<file path="src/hw/dbt_pkg.sv">
package dbt_pkg;
    localparam int          NCH          = 4;
    localparam int          SEL_W        = 5;
    localparam int          NSRC         = 32;
    localparam int          CHR_W        = 18;
    // Register byte offsets; channel n sits at OFS_CH0 + 4*n.
    localparam logic [5:0]  OFS_CH0      = 6'h00;
    localparam logic [5:0]  OFS_CFG      = 6'h10;
    localparam logic [5:0]  OFS_EXTCYC   = 6'h14;
    localparam logic [5:0]  OFS_STAT     = 6'h18;
    // Channel register fields.
    localparam int          F_SEL        = 0;
    localparam int          F_SWREQ      = 5;
    localparam int          F_WIDTH      = 6;
    localparam int          F_EN         = 7;
    localparam int          F_SRC_CLS    = 8;
    localparam int          F_SRC_REG    = 10;
    localparam int          F_SRC_ODD    = 12;
    localparam int          F_DST_CLS    = 13;
    localparam int          F_DST_REG    = 15;
    localparam int          F_DST_ODD    = 17;
    // Configuration register fields.
    localparam int          F_EXTMODE    = 0;
    localparam int          F_BW         = 4;
    localparam int          F_RCV        = 8;
    localparam int          CFG_W        = 12;
    localparam int          EXT_W        = 16;
    localparam logic [11:0] CFG_RST      = 12'h0F0;
    localparam logic [15:0] EXTCYC_RST   = 16'h2222;
    // Cycle coefficients.
    localparam logic [3:0]  COEF_RAM     = 4'h1;
    localparam logic [3:0]  COEF_RAM_WS  = 4'h2;
    localparam logic [3:0]  COEF_SFR     = 4'h2;
    localparam logic [3:0]  EXT_MIN      = 4'h2;
    localparam logic [3:0]  EXT_MAX      = 4'h9;

    typedef enum logic [1:0] {
        CLS_RAM    = 2'b00,
        CLS_RAM_WS = 2'b01,
        CLS_SFR    = 2'b10,
        CLS_EXT    = 2'b11
    } dbt_cls_e;

    typedef enum logic [1:0] {
        ST_IDLE     = 2'b00,
        ST_READ     = 2'b01,
        ST_WRITE    = 2'b11,
        ST_HANDBACK = 2'b10
    } dbt_state_e;

    typedef struct packed {
        logic        read;
        logic        write;
        logic [5:0]  address;
        logic [31:0] writedata;
        logic [3:0]  byteenable;
    } dbt_avs_s;

    typedef struct packed {
        logic       own;
        logic       wr;
        logic [1:0] ch;
        logic       word;
        logic       second;
    } dbt_bus_s;
endpackage : dbt_pkg

</file>
<file path="src/hw/dbt_cycle_calc.sv">
`timescale 1ns/100ps
module dbt_cycle_calc
    import dbt_pkg::*;
(
    input  wire logic        i_word,
    input  wire logic        i_odd,
    input  wire logic [1:0]  i_cls,
    input  wire logic [1:0]  i_region,
    input  wire logic        i_ext_mode,
    input  wire logic [3:0]  i_bus_width,
    input  wire logic [15:0] i_ext_cyc,
    input  wire logic [3:0]  i_recovery,
    output logic [1:0]       o_nbus,
    output logic [3:0]       o_coef,
    output logic             o_ext
);
    logic       ext;
    logic       narrow;
    logic [3:0] cyc;

    always_comb begin
        // External class is honoured only in the external-bus mode.
        ext    = i_ext_mode && (i_cls == CLS_EXT);
        narrow = ext && !i_bus_width[i_region];
        cyc    = i_ext_cyc[4*i_region +: 4];
        if (cyc < EXT_MIN) begin
            cyc = EXT_MIN;
        end else if (cyc > EXT_MAX) begin
            cyc = EXT_MAX;
        end
        if (!i_word) begin
            o_nbus = 2'd1;
        end else if (i_odd || narrow) begin
            o_nbus = 2'd2;
        end else begin
            o_nbus = 2'd1;
        end
        if (ext) begin
            o_coef = cyc + {3'd0, i_recovery[i_region]};
        end else if (i_cls == CLS_RAM) begin
            o_coef = COEF_RAM;
        end else if (i_cls == CLS_RAM_WS) begin
            o_coef = COEF_RAM_WS;
        end else begin
            o_coef = COEF_SFR;
        end
        o_ext = ext;
    end
endmodule : dbt_cycle_calc

</file>
<file path="src/hw/dbt_req_flags.sv">
`timescale 1ns/100ps
module dbt_req_flags
    import dbt_pkg::*;
(
    input  wire logic                      i_clk,
    input  wire logic                      i_rst,
    input  wire logic                      i_ce,
    input  wire logic [NCH-1:0][SEL_W-1:0] i_src_sel,
    input  wire logic [NCH-1:0]            i_enable,
    input  wire logic [NCH-1:0]            i_sw_req,
    input  wire logic [NSRC-1:0]           i_periph_irq,
    input  wire logic [NCH-1:0]            i_grant,
    output logic [NCH-1:0]                 o_pending,
    output logic [NCH-1:0]                 o_raw
);
    typedef struct packed {
        logic [NCH-1:0] flag;
    } dbt_req_s;

    dbt_req_s st_reg;
    dbt_req_s st_next;

    always_comb begin
        st_next = st_reg;
        for (int c = 0; c < NCH; c++) begin
            // Select zero means software trigger only.
            o_raw[c] = i_enable[c] && (i_sw_req[c] ||
                       ((i_src_sel[c] != '0) && i_periph_irq[i_src_sel[c]]));
            if (i_grant[c]) begin
                st_next.flag[c] = 1'b0;
            end
            if (o_raw[c]) begin
                st_next.flag[c] = 1'b1;
            end
        end
        o_pending = st_reg.flag;
    end

    always_ff @(posedge i_clk) begin
        if (i_rst) begin
            st_reg <= '0;
        end else if (i_ce) begin
            st_reg <= st_next;
        end
    end
endmodule : dbt_req_flags

</file>
<file path="src/hw/dbt_top.sv">
`timescale 1ns/100ps
module dbt_top
    import dbt_pkg::*;
(
    input  wire logic            i_clk,
    input  wire logic            i_rst,
    input  wire logic            i_ce,
    input  wire dbt_avs_s        i_avs,
    output logic                 o_avs_waitrequest,
    output logic [31:0]          o_avs_readdata,
    input  wire logic [NSRC-1:0] i_periph_irq,
    input  wire logic            i_wait_req,
    input  wire logic            i_cpu_done,
    output dbt_bus_s             o_bus,
    output logic                 o_cpu_owns_bus
);
    typedef struct packed {
        dbt_state_e                st;
        logic [1:0]                ch;
        logic [3:0]                cnt;
        logic [1:0]                nbus;
        logic                      second;
        logic [7:0]                tot;
        logic [7:0]                last;
        logic [7:0]                expect_tot;
        logic [NCH-1:0][CHR_W-1:0] chr;
        logic [CFG_W-1:0]          cfg;
        logic [EXT_W-1:0]          extc;
        logic [NCH-1:0]            swreq;
        logic                      ack;
        logic [31:0]               rdata;
    } dbt_top_s;

    dbt_top_s                  st_reg;
    dbt_top_s                  st_next;
    logic [NCH-1:0]            pending;
    logic [NCH-1:0]            raw;
    logic [NCH-1:0]            grant;
    logic [NCH-1:0]            enable;
    logic [NCH-1:0][SEL_W-1:0] src_sel;
    logic [1:0]                pick;
    logic [1:0]                sel_ch;
    logic [CHR_W-1:0]          cur;
    logic [1:0]                src_n;
    logic [1:0]                dst_n;
    logic [3:0]                src_k;
    logic [3:0]                dst_k;
    logic                      src_ext;
    logic                      dst_ext;
    logic                      stall;
    logic                      req;
    logic                      acc;

    function automatic logic [31:0] be_merge(input logic [31:0] old_v,
                                             input logic [31:0] new_v,
                                             input logic [3:0]  be);
        logic [31:0] res;
        res = old_v;
        for (int b = 0; b < 4; b++) begin
            if (be[b]) begin
                res[8*b +: 8] = new_v[8*b +: 8];
            end
        end
        return res;
    endfunction : be_merge

    function automatic logic [7:0] cyc_mul(input logic [1:0] n, input logic [3:0] k);
        return (n == 2'd2) ? {3'd0, k, 1'b0} : {4'd0, k};
    endfunction : cyc_mul

    always_comb begin
        pick = 2'd3;
        for (int c = NCH - 1; c >= 0; c--) begin
            if (pending[c]) begin
                pick = c[1:0];
            end
        end
        for (int c = 0; c < NCH; c++) begin
            enable[c]  = st_reg.chr[c][F_EN];
            src_sel[c] = st_reg.chr[c][F_SEL +: SEL_W];
        end
        sel_ch = (st_reg.st == ST_IDLE) ? pick : st_reg.ch;
        cur    = st_reg.chr[sel_ch];
    end

    dbt_req_flags u_req (
        .i_clk        (i_clk),
        .i_rst        (i_rst),
        .i_ce         (i_ce),
        .i_src_sel    (src_sel),
        .i_enable     (enable),
        .i_sw_req     (st_reg.swreq),
        .i_periph_irq (i_periph_irq),
        .i_grant      (grant),
        .o_pending    (pending),
        .o_raw        (raw)
    );

    dbt_cycle_calc u_src (
        .i_word      (cur[F_WIDTH]),
        .i_odd       (cur[F_SRC_ODD]),
        .i_cls       (cur[F_SRC_CLS +: 2]),
        .i_region    (cur[F_SRC_REG +: 2]),
        .i_ext_mode  (st_reg.cfg[F_EXTMODE]),
        .i_bus_width (st_reg.cfg[F_BW +: 4]),
        .i_ext_cyc   (st_reg.extc),
        .i_recovery  (st_reg.cfg[F_RCV +: 4]),
        .o_nbus      (src_n),
        .o_coef      (src_k),
        .o_ext       (src_ext)
    );

    dbt_cycle_calc u_dst (
        .i_word      (cur[F_WIDTH]),
        .i_odd       (cur[F_DST_ODD]),
        .i_cls       (cur[F_DST_CLS +: 2]),
        .i_region    (cur[F_DST_REG +: 2]),
        .i_ext_mode  (st_reg.cfg[F_EXTMODE]),
        .i_bus_width (st_reg.cfg[F_BW +: 4]),
        .i_ext_cyc   (st_reg.extc),
        .i_recovery  (st_reg.cfg[F_RCV +: 4]),
        .o_nbus      (dst_n),
        .o_coef      (dst_k),
        .o_ext       (dst_ext)
    );

    always_comb begin
        st_next       = st_reg;
        st_next.swreq = '0;
        grant         = '0;
        req           = i_avs.read || i_avs.write;
        acc           = req && st_reg.ack;
        stall         = i_wait_req && (((st_reg.st == ST_READ) && src_ext) ||
                                       ((st_reg.st == ST_WRITE) && dst_ext));
        // Register access: one wait cycle, answer on the second.
        st_next.ack = req && !st_reg.ack;
        if (req && !st_reg.ack) begin
            if (i_avs.address[5:4] == OFS_CH0[5:4]) begin
                st_next.rdata = {{(32-CHR_W){1'b0}}, st_reg.chr[i_avs.address[3:2]]};
                st_next.rdata[F_SWREQ] = 1'b0;
            end else if (i_avs.address == OFS_CFG) begin
                st_next.rdata = {{(32-CFG_W){1'b0}}, st_reg.cfg};
            end else if (i_avs.address == OFS_EXTCYC) begin
                st_next.rdata = {{(32-EXT_W){1'b0}}, st_reg.extc};
            end else if (i_avs.address == OFS_STAT) begin
                st_next.rdata = {16'h0000, st_reg.last, st_reg.st, st_reg.ch, pending};
            end else begin
                st_next.rdata = 32'h0000_0000;
            end
        end
        if (acc && i_avs.write) begin
            if (i_avs.address[5:4] == OFS_CH0[5:4]) begin
                st_next.chr[i_avs.address[3:2]] = CHR_W'(be_merge(
                    {{(32-CHR_W){1'b0}}, st_reg.chr[i_avs.address[3:2]]},
                    i_avs.writedata, i_avs.byteenable));
                st_next.chr[i_avs.address[3:2]][F_SWREQ] = 1'b0;
                st_next.swreq[i_avs.address[3:2]] = i_avs.byteenable[0] &&
                                                    i_avs.writedata[F_SWREQ];
            end else if (i_avs.address == OFS_CFG) begin
                st_next.cfg = CFG_W'(be_merge({{(32-CFG_W){1'b0}}, st_reg.cfg},
                                              i_avs.writedata, i_avs.byteenable));
            end else if (i_avs.address == OFS_EXTCYC) begin
                st_next.extc = EXT_W'(be_merge({{(32-EXT_W){1'b0}}, st_reg.extc},
                                               i_avs.writedata, i_avs.byteenable));
            end
        end
        // Transfer sequencer.
        case (st_reg.st)
            ST_IDLE: begin
                if (|pending) begin
                    grant[pick]        = 1'b1;
                    st_next.st         = ST_READ;
                    st_next.ch         = pick;
                    st_next.nbus       = src_n;
                    st_next.cnt        = src_k;
                    st_next.second     = 1'b0;
                    st_next.tot        = 8'd0;
                    st_next.expect_tot = cyc_mul(src_n, src_k) + cyc_mul(dst_n, dst_k);
                end
            end
            ST_READ, ST_WRITE: begin
                if (!stall) begin
                    st_next.tot = st_reg.tot + 8'd1;
                    if (st_reg.cnt > 4'd1) begin
                        st_next.cnt = st_reg.cnt - 4'd1;
                    end else if (st_reg.nbus > 2'd1) begin
                        st_next.nbus   = st_reg.nbus - 2'd1;
                        st_next.second = 1'b1;
                        st_next.cnt    = (st_reg.st == ST_READ) ? src_k : dst_k;
                    end else if (st_reg.st == ST_READ) begin
                        st_next.st     = ST_WRITE;
                        st_next.nbus   = dst_n;
                        st_next.cnt    = dst_k;
                        st_next.second = 1'b0;
                    end else begin
                        st_next.st   = ST_HANDBACK;
                        st_next.last = st_reg.tot + 8'd1;
                    end
                end
            end
            default: begin
                if (i_cpu_done || !(|pending)) begin
                    st_next.st = ST_IDLE;
                end
            end
        endcase
        o_avs_waitrequest = req && !(st_reg.ack && i_ce);
        o_avs_readdata    = st_reg.rdata;
        o_bus.own         = (st_reg.st == ST_READ) || (st_reg.st == ST_WRITE);
        o_bus.wr          = (st_reg.st == ST_WRITE);
        o_bus.ch          = st_reg.ch;
        o_bus.word        = cur[F_WIDTH] &&
                            (((st_reg.st == ST_READ) ? src_n : dst_n) == 2'd1);
        o_bus.second      = st_reg.second;
        o_cpu_owns_bus    = !o_bus.own;
    end

    always_ff @(posedge i_clk) begin
        if (i_rst) begin
            st_reg      <= '0;
            st_reg.cfg  <= CFG_RST;
            st_reg.extc <= EXTCYC_RST;
        end else if (i_ce) begin
            st_reg <= st_next;
        end
    end
endmodule : dbt_top

</file>
<file path="config.mk">
export PLATFORM = sky130hd
export DESIGN_NAME = dbt_top
export DESIGN_NICKNAME = d
export VERILOG_FILES = /design/src/hw/dbt_pkg.sv /design/src/hw/dbt_cycle_calc.sv /design/src/hw/dbt_req_flags.sv /design/src/hw/dbt_top.sv
export SDC_FILE = /design/constraint.sdc
export NUM_CORES = 1
export LEC_CHECK = 0
export BUFFER_PORTS_ARGS = -buffer_cell sky130_fd_sc_hd__buf_2
export CORE_MARGIN = 2
export CORE_UTILIZATION = 55
export CTS_CLUSTER_SIZE = 25
export DETAILED_ROUTE_END_ITERATION = 10
export PLACE_DENSITY_LB_ADDON = 0.2
export SETUP_SLACK_MARGIN = 0.02
export SYNTH_ARGS = -nofsm -noshare
export SYNTH_HDL_FRONTEND = slang
export SYNTH_SLANG_ARGS = --single-unit
</file>
<file path="constraint.sdc">
create_clock -name i_clk -period 7.7 [get_ports i_clk]
set_input_delay 0.77 -clock i_clk [delete_from_list [all_inputs] [get_ports i_clk]]
set_output_delay 0.77 -clock i_clk [all_outputs]
set_load 0.03 [all_outputs]
</file>
==> flow_metrics.py, run 1 <==
metrics = {
    "run_status": {
        "status": "finished clean",
    },
    "route": {
        "first_pass_iters": 5,
        "via_per_inst": 6.224,
        "routed_wl_microns": 23710,
        "dr.first_iter.drc_count": 665,
        "detail_route.wl_per_cell_microns": 19.53,
        "vias": 7556,
        "postRouteAntennaNets": 0,
        "drc": 0,
    },
    "clock_network": {
        "clockRootBuffer": "clkbuf_16",
        "cts_setup_buffers": 0,
        "clk_pin_slew_ps": 60,
        "cts_hold_buf": 0,
        "clockBufferDepth": 2,
        "h-tree-depth": 4,
        "clk-insertion-delay-late_ps": 430,
        "cts_sinks": 150,
        "cts-resized-gates": 0,
        "cts_tree": "yes",
        "cts-buffers-inserted": 17,
    },
    "synth": {
        "synth_edf_count": 0,
        "yosysWarnings": 0,
        "ys.flop_type": "dfxtp_1",
        "synth.mux.area_fraction_pct": 25.04,
        "yosysTopAreaCell": "dfxtp_1",
        "synthDominantCellAreaShare_pct": 33.90,
        "synth_compound_area_share_pct": 17.46,
        "yosys.area_share.simple_pct": 14.84,
        "netlist-cell-type-count": 59,
        "synth-xor-area-share_pct": 0.7910,
        "synthArstFlopShare_pct": 0,
        "yosysSeqAreaShare_pct": 33.90,
        "synthesis.area_sq_um": 8858,
        "synthAdderAreaFrac_pct": 0.9887,
        "avgSynthCellArea_sq_um": 9.237,
        "ys_seq_elements": 150,
        "synth_area_leaders": "dfxtp_1 34%, mux4_2 13%, mux2i_1 8.2%",
        "synthCells": 959,
        "synth_top_family_by_area": "multiplexers",
    },
    "timing": {
        "rsz0062_at_grt": "false",
        "period_share_pct": 55.07,
        "relSlewSlack_pct": 32.59,
        "finalMaxSlewViolations": 0,
        "setup_slack_ps": 3460,
        "fmax_mhz": 235.8,
        "tightestPinTransition_ps": 1011,
        "finalCriticalPeriod_ps": 4240,
        "skew_ps": 8.934,
        "finalSetupTns_ps": 0,
        "setup_viol": 0,
        "finalHoldViolations": 0,
    },
    "worst_setup_path": {
        "reg2reg_depth": 13,
        "crit_arrival_ps": 3470,
        "start_kind": "register",
        "critPathRequiredTime_ps": 6930,
        "crit_start": "st_reg[170]",
        "cp_max_fo": 16,
        "path_class": "reg2out",
        "reg2reg_from": "st_reg[170]",
        "worst_setup_path_end_kind": "output pin",
    },
    "floorplanning": {
        "start_util_pct": 55.97,
        "die_area_sq_um": 17140,
        "dieWidth_microns": 130.9,
        "io_pins": 121,
        "die_h_microns": 130.9,
        "rows": 46,
        "core-area_sq_um": 15830,
    },
    "power": {
        "total_power_uw": 1772,
        "peakVddDrop_mv": 0.1812,
        "p_leak_uw": 0.003399,
        "p_per_area_nw_per_um2": 181.5,
    },
    "place": {
        "place_ws_ps": 3721,
        "gp_congestion": 0.8592,
        "portBuffers": 90,
        "dp_hpwl_microns": 16530,
    },
    "min_path": {
        "min-delay-path-class": "reg2reg",
        "holdPathStages": 2,
        "min_from": "o_avs_readdata[5]",
    },
    "global_routing": {
        "antenna_found_initial": 1,
        "grt_pass1_vias": 6912,
        "grt_usage_pct": 28.82,
        "grt_max_degree": 80,
        "gr-total-overflow": 0,
        "grt_pass1_wl_microns": 37670,
    },
    "finish": {
        "fin_util_pct": 61.69,
        "area_growth_pct": 10.23,
        "largest_register_ffs": 101,
        "layout_common_cells": "150 x nor2_1, 150 x dfxtp_1, 89 x buf_2, 82 x a211oi_1, 77 x nand2_1",
        "drive_gt1_share_pct": 20.46,
        "fillers": 1366,
        "regArea_sq_um": 3003,
        "nets": 1073,
        "multiInputGateArea_sq_um": 5319,
    },
    "run": {
        "cap_violations": 0,
    },
}
worst max-delay path: stages, from the launching register on:
cell     delay (ps)
dfxtp_1         470
nor2_1          340
mux2i_2         250
buf_4           300
mux2_2          360
o21ai_0         550
o21ai_1         220
o21a_1          230
nor2_1           80
buf_2           210
layout make-up:
cell class | instances | share of cell area (%)
antenna | 1 | 0.02563
clock buffer | 23 | 4.997
inverter | 13 | 0.4997
clock inverter | 8 | 0.9995
multi-input combinational | 702 | 54.47
sequential | 150 | 30.75
tap | 216 | 2.768
timing repair buffer | 101 | 5.484
cells in the mapped netlist, drive strengths merged, types with 2 or more instances:
master and instances:
clkinv 2, o21a 3, nor2b 10, nor2 152, a211oi 82, mux2 9
xor2 2, and3 6, inv 11, o22ai 4, mux4 59, a221oi 15
nand2b 5, clkbuf 54, o21ai 33, o311ai 2, nand2 77, a211o 5
a311oi 3, a2bb2oi 2, o211ai 5, nand4 2, ha 7, nor3 30
xnor2 6, a31oi 3, a22o 4, mux2i 75, buf 53, nand3b 3
a21oi 47, dfxtp 150, nand3 16, a32oi 7
path summary, 6_finish.rpt:
kind | end | slack [ps]
worst min-delay path | o_avs_readdata[5] | 450
worst max-delay path | o_bus[1] | 3460
worst max register to register | st_reg[166] | 3680
worst min register to register | o_avs_readdata[5] | 450
per-stage QoR:
stage               hold WS [ps]  instances  area, sq um
global placement           442.8       1182         9176
global route               479.8       1213         9762
floorplan                  432.3        972         8907
finish                     453.3       1214         9764
CTS                        455.9       1213         9762
detailed placement         447.8       1182         9176
cells by family (layout without fill, tap and decap cells):
kind of cell               after synthesis  count (layout)
adders and majority gates                7               7
AOI/OAI and AO/OA                      222             222
muxes                                  143             143
buffers and inverters                  120             145
xor gates and xnor gates                 8               8
other                                    1              15
and+or+nand+nor                        308             308
DFF                                    150             150
metal layers:
layer | wire length (microns) | vias up | global-route usage [%]
met2 | 11360 | 300 | 45.89
li1 | - | 3587 | -
met3 | 1686 | 33 | 6.433
met1 | 10200 | 3636 | 39.35
met5 | 0 | - | 0
met4 | 455 | 0 | 9.199
power by group:
| group | internal [uW] | switching, uW | leakage, uW |
|---|---|---|---|
| clock network | 508 | 324 | 0.000281 |
| registers | 784 | 5.34 | 0.00121 |
| logic | 52.2 | 99.1 | 0.00191 |
(Power assumes the default switching activity.)
==> run 2: changes to the inputs <==
- clock period: 7.7 -> 4.3 ns (I/O delays scaled with it)
==> run 2 against run 1 <==
  * Wire length increased by 3.2%
  * Count of clock-buffer cells in the layout decreased by 5
  * Clock power increased by 100%
  * Via count increased by 0.94%
  * Register-to-register slack got worse by 3300 ps
  * Clock skew decreased by 1.1 ps
  * Critical endpoint unchanged
  * Flip-flop and latch count unchanged
  * Sequential share of layout area decreased by 0.26 points
  * Non-clock buffer count increased by 2
  * Combinational power increased by 81%
  * Setup slack got worse by 3200 ps
==> flow_metrics.py, run 2 (synthesis gave the netlist of run 1 again) <==
metrics = {
    "clock_network": {
        "cts_setup_buffers": 0,
        "clk_pin_slew_ps": 70,
        "cts-resized-gates": 0,
        "clockRootBuffer": "clkbuf_16",
        "cts-buffers-inserted": 17,
        "cts_sinks": 150,
        "h-tree-depth": 4,
        "clockBufferDepth": 2,
        "clk-insertion-delay-late_ps": 430,
        "cts_hold_buf": 0,
        "cts_tree": "yes",
    },
    "route": {
        "routed_wl_microns": 24460,
        "vias": 7627,
        "postRouteAntennaNets": 0,
        "drc": 0,
        "via_per_inst": 6.272,
        "first_pass_iters": 5,
        "dr.first_iter.drc_count": 563,
        "detail_route.wl_per_cell_microns": 20.11,
    },
    "power": {
        "p_leak_uw": 0.003440,
        "p_per_area_nw_per_um2": 340.0,
        "peakVddDrop_mv": 0.3073,
    },
    "global_routing": {
        "gr-total-overflow": 0,
        "antenna_found_initial": 0,
        "grt_max_degree": 53,
        "grt_pass1_vias": 7175,
        "grt_pass1_wl_microns": 38620,
        "grt_usage_pct": 29.61,
    },
    "worst_setup_path": {
        "cp_max_fo": 14,
        "reg2reg_from": "st_reg[171]",
        "start_kind": "register",
        "worst_setup_path_end_kind": "output pin",
        "path_class": "reg2out",
        "crit_start": "st_reg[171]",
        "critPathRequiredTime_ps": 3870,
        "crit_arrival_ps": 3580,
    },
    "timing": {
        "finalHoldViolations": 0,
        "relSlewSlack_pct": 29.91,
        "finalSetupTns_ps": 0,
        "finalMaxSlewViolations": 0,
        "rsz0062_at_grt": "false",
        "tightestPinTransition_ps": 1051,
        "whs_ps": 264.8,
        "fmax_mhz": 249.5,
        "period_share_pct": 93.21,
        "setup_viol": 0,
        "finalCriticalPeriod_ps": 4008,
        "skew_ps": 7.841,
    },
    "place": {
        "gp_congestion": 0.8743,
        "portBuffers": 90,
        "dp_hpwl_microns": 16800,
    },
    "finish": {
        "nets": 1075,
        "area_growth_pct": 11.16,
        "largest_register_ffs": 101,
        "layout_common_cells": "150 x nor2_1, 150 x dfxtp_1, 89 x buf_2, 82 x a211oi_1, 77 x nand2_1",
        "drive_gt1_share_pct": 20.90,
        "diodes": 0,
    },
    "floorplanning": {
        "die_area_sq_um": 17140,
        "io_pins": 121,
        "rows": 46,
        "start_util_pct": 55.97,
        "dieWidth_microns": 130.9,
        "core-area_sq_um": 15830,
        "die_h_microns": 130.9,
    },
    "min_path": {
        "min-delay-path-class": "in2reg",
        "min_from": "i_avs[19]",
    },
    "run": {
        "cap_violations": 0,
    },
    "run_status": {
        "status": "finished clean",
    },
}
[run 2: final timing paths]
kind	slack (ps)	to	depth (start not counted)
max	290	o_bus[1]	9
min	260	st_reg[52]	3
max reg2reg	410	st_reg[166]	12
min reg2reg	450	o_avs_readdata[5]	2
[run 2: layer usage]
layer / vias up / wire (microns) / global-route usage [%]
met4: 0 / 563 / 10.64
met1: 3650 / 10060 / 39.12
li1: 3593 / - / -
met3: 58 / 2048 / 6.637
met5: - / 0 / 0
met2: 326 / 11780 / 48.07
[run 2: critical path, stage by stage, from the launching register on]
cell and delay (ps):
dfxtp_1 430, o21ai_0 300, o41a_4 390, mux4_1 780
nand3_1 330, a2bb2oi_1 350, nand2_1 90, o21a_1 100
nor2_1 130, buf_2 220
[run 2: cell type report]
type / instances / area (sq um)
Sequential cell: 150 / 3003
Tap cell: 216 / 270.3
Clock inverter: 14 / 221.5
Inverter: 13 / 48.80
Clock buffer: 18 / 439.2
Multi-Input combinational cell: 702 / 5314
Fill cell: 1347 / 5981
Timing Repair Buffer: 103 / 550.5
[run 2: per-stage QoR]
step,instance area [sq um],total power (uW),std cells,setup slack [ps],utilization (%)
after global placement,9186,1710,1184,487.7,58.04
after global routing,9847,3449,1216,91.91,62.21
after detailed placement,9186,1712,1184,448.1,58.04
final,9847,3348,1216,291.8,62.21
after floorplan,8907,1637,972,776.5,-
after CTS,9847,3360,1216,305.4,62.21
[run 2: where the power goes]
group,total [uW],leakage (uW),internal (uW),switching (uW)
Clock,1660,0.000313,1050,614
Sequential,1410,0.00121,1400,9.10
Combinational,273,0.00192,93.5,179
Total,3350,0.00344,2550,802
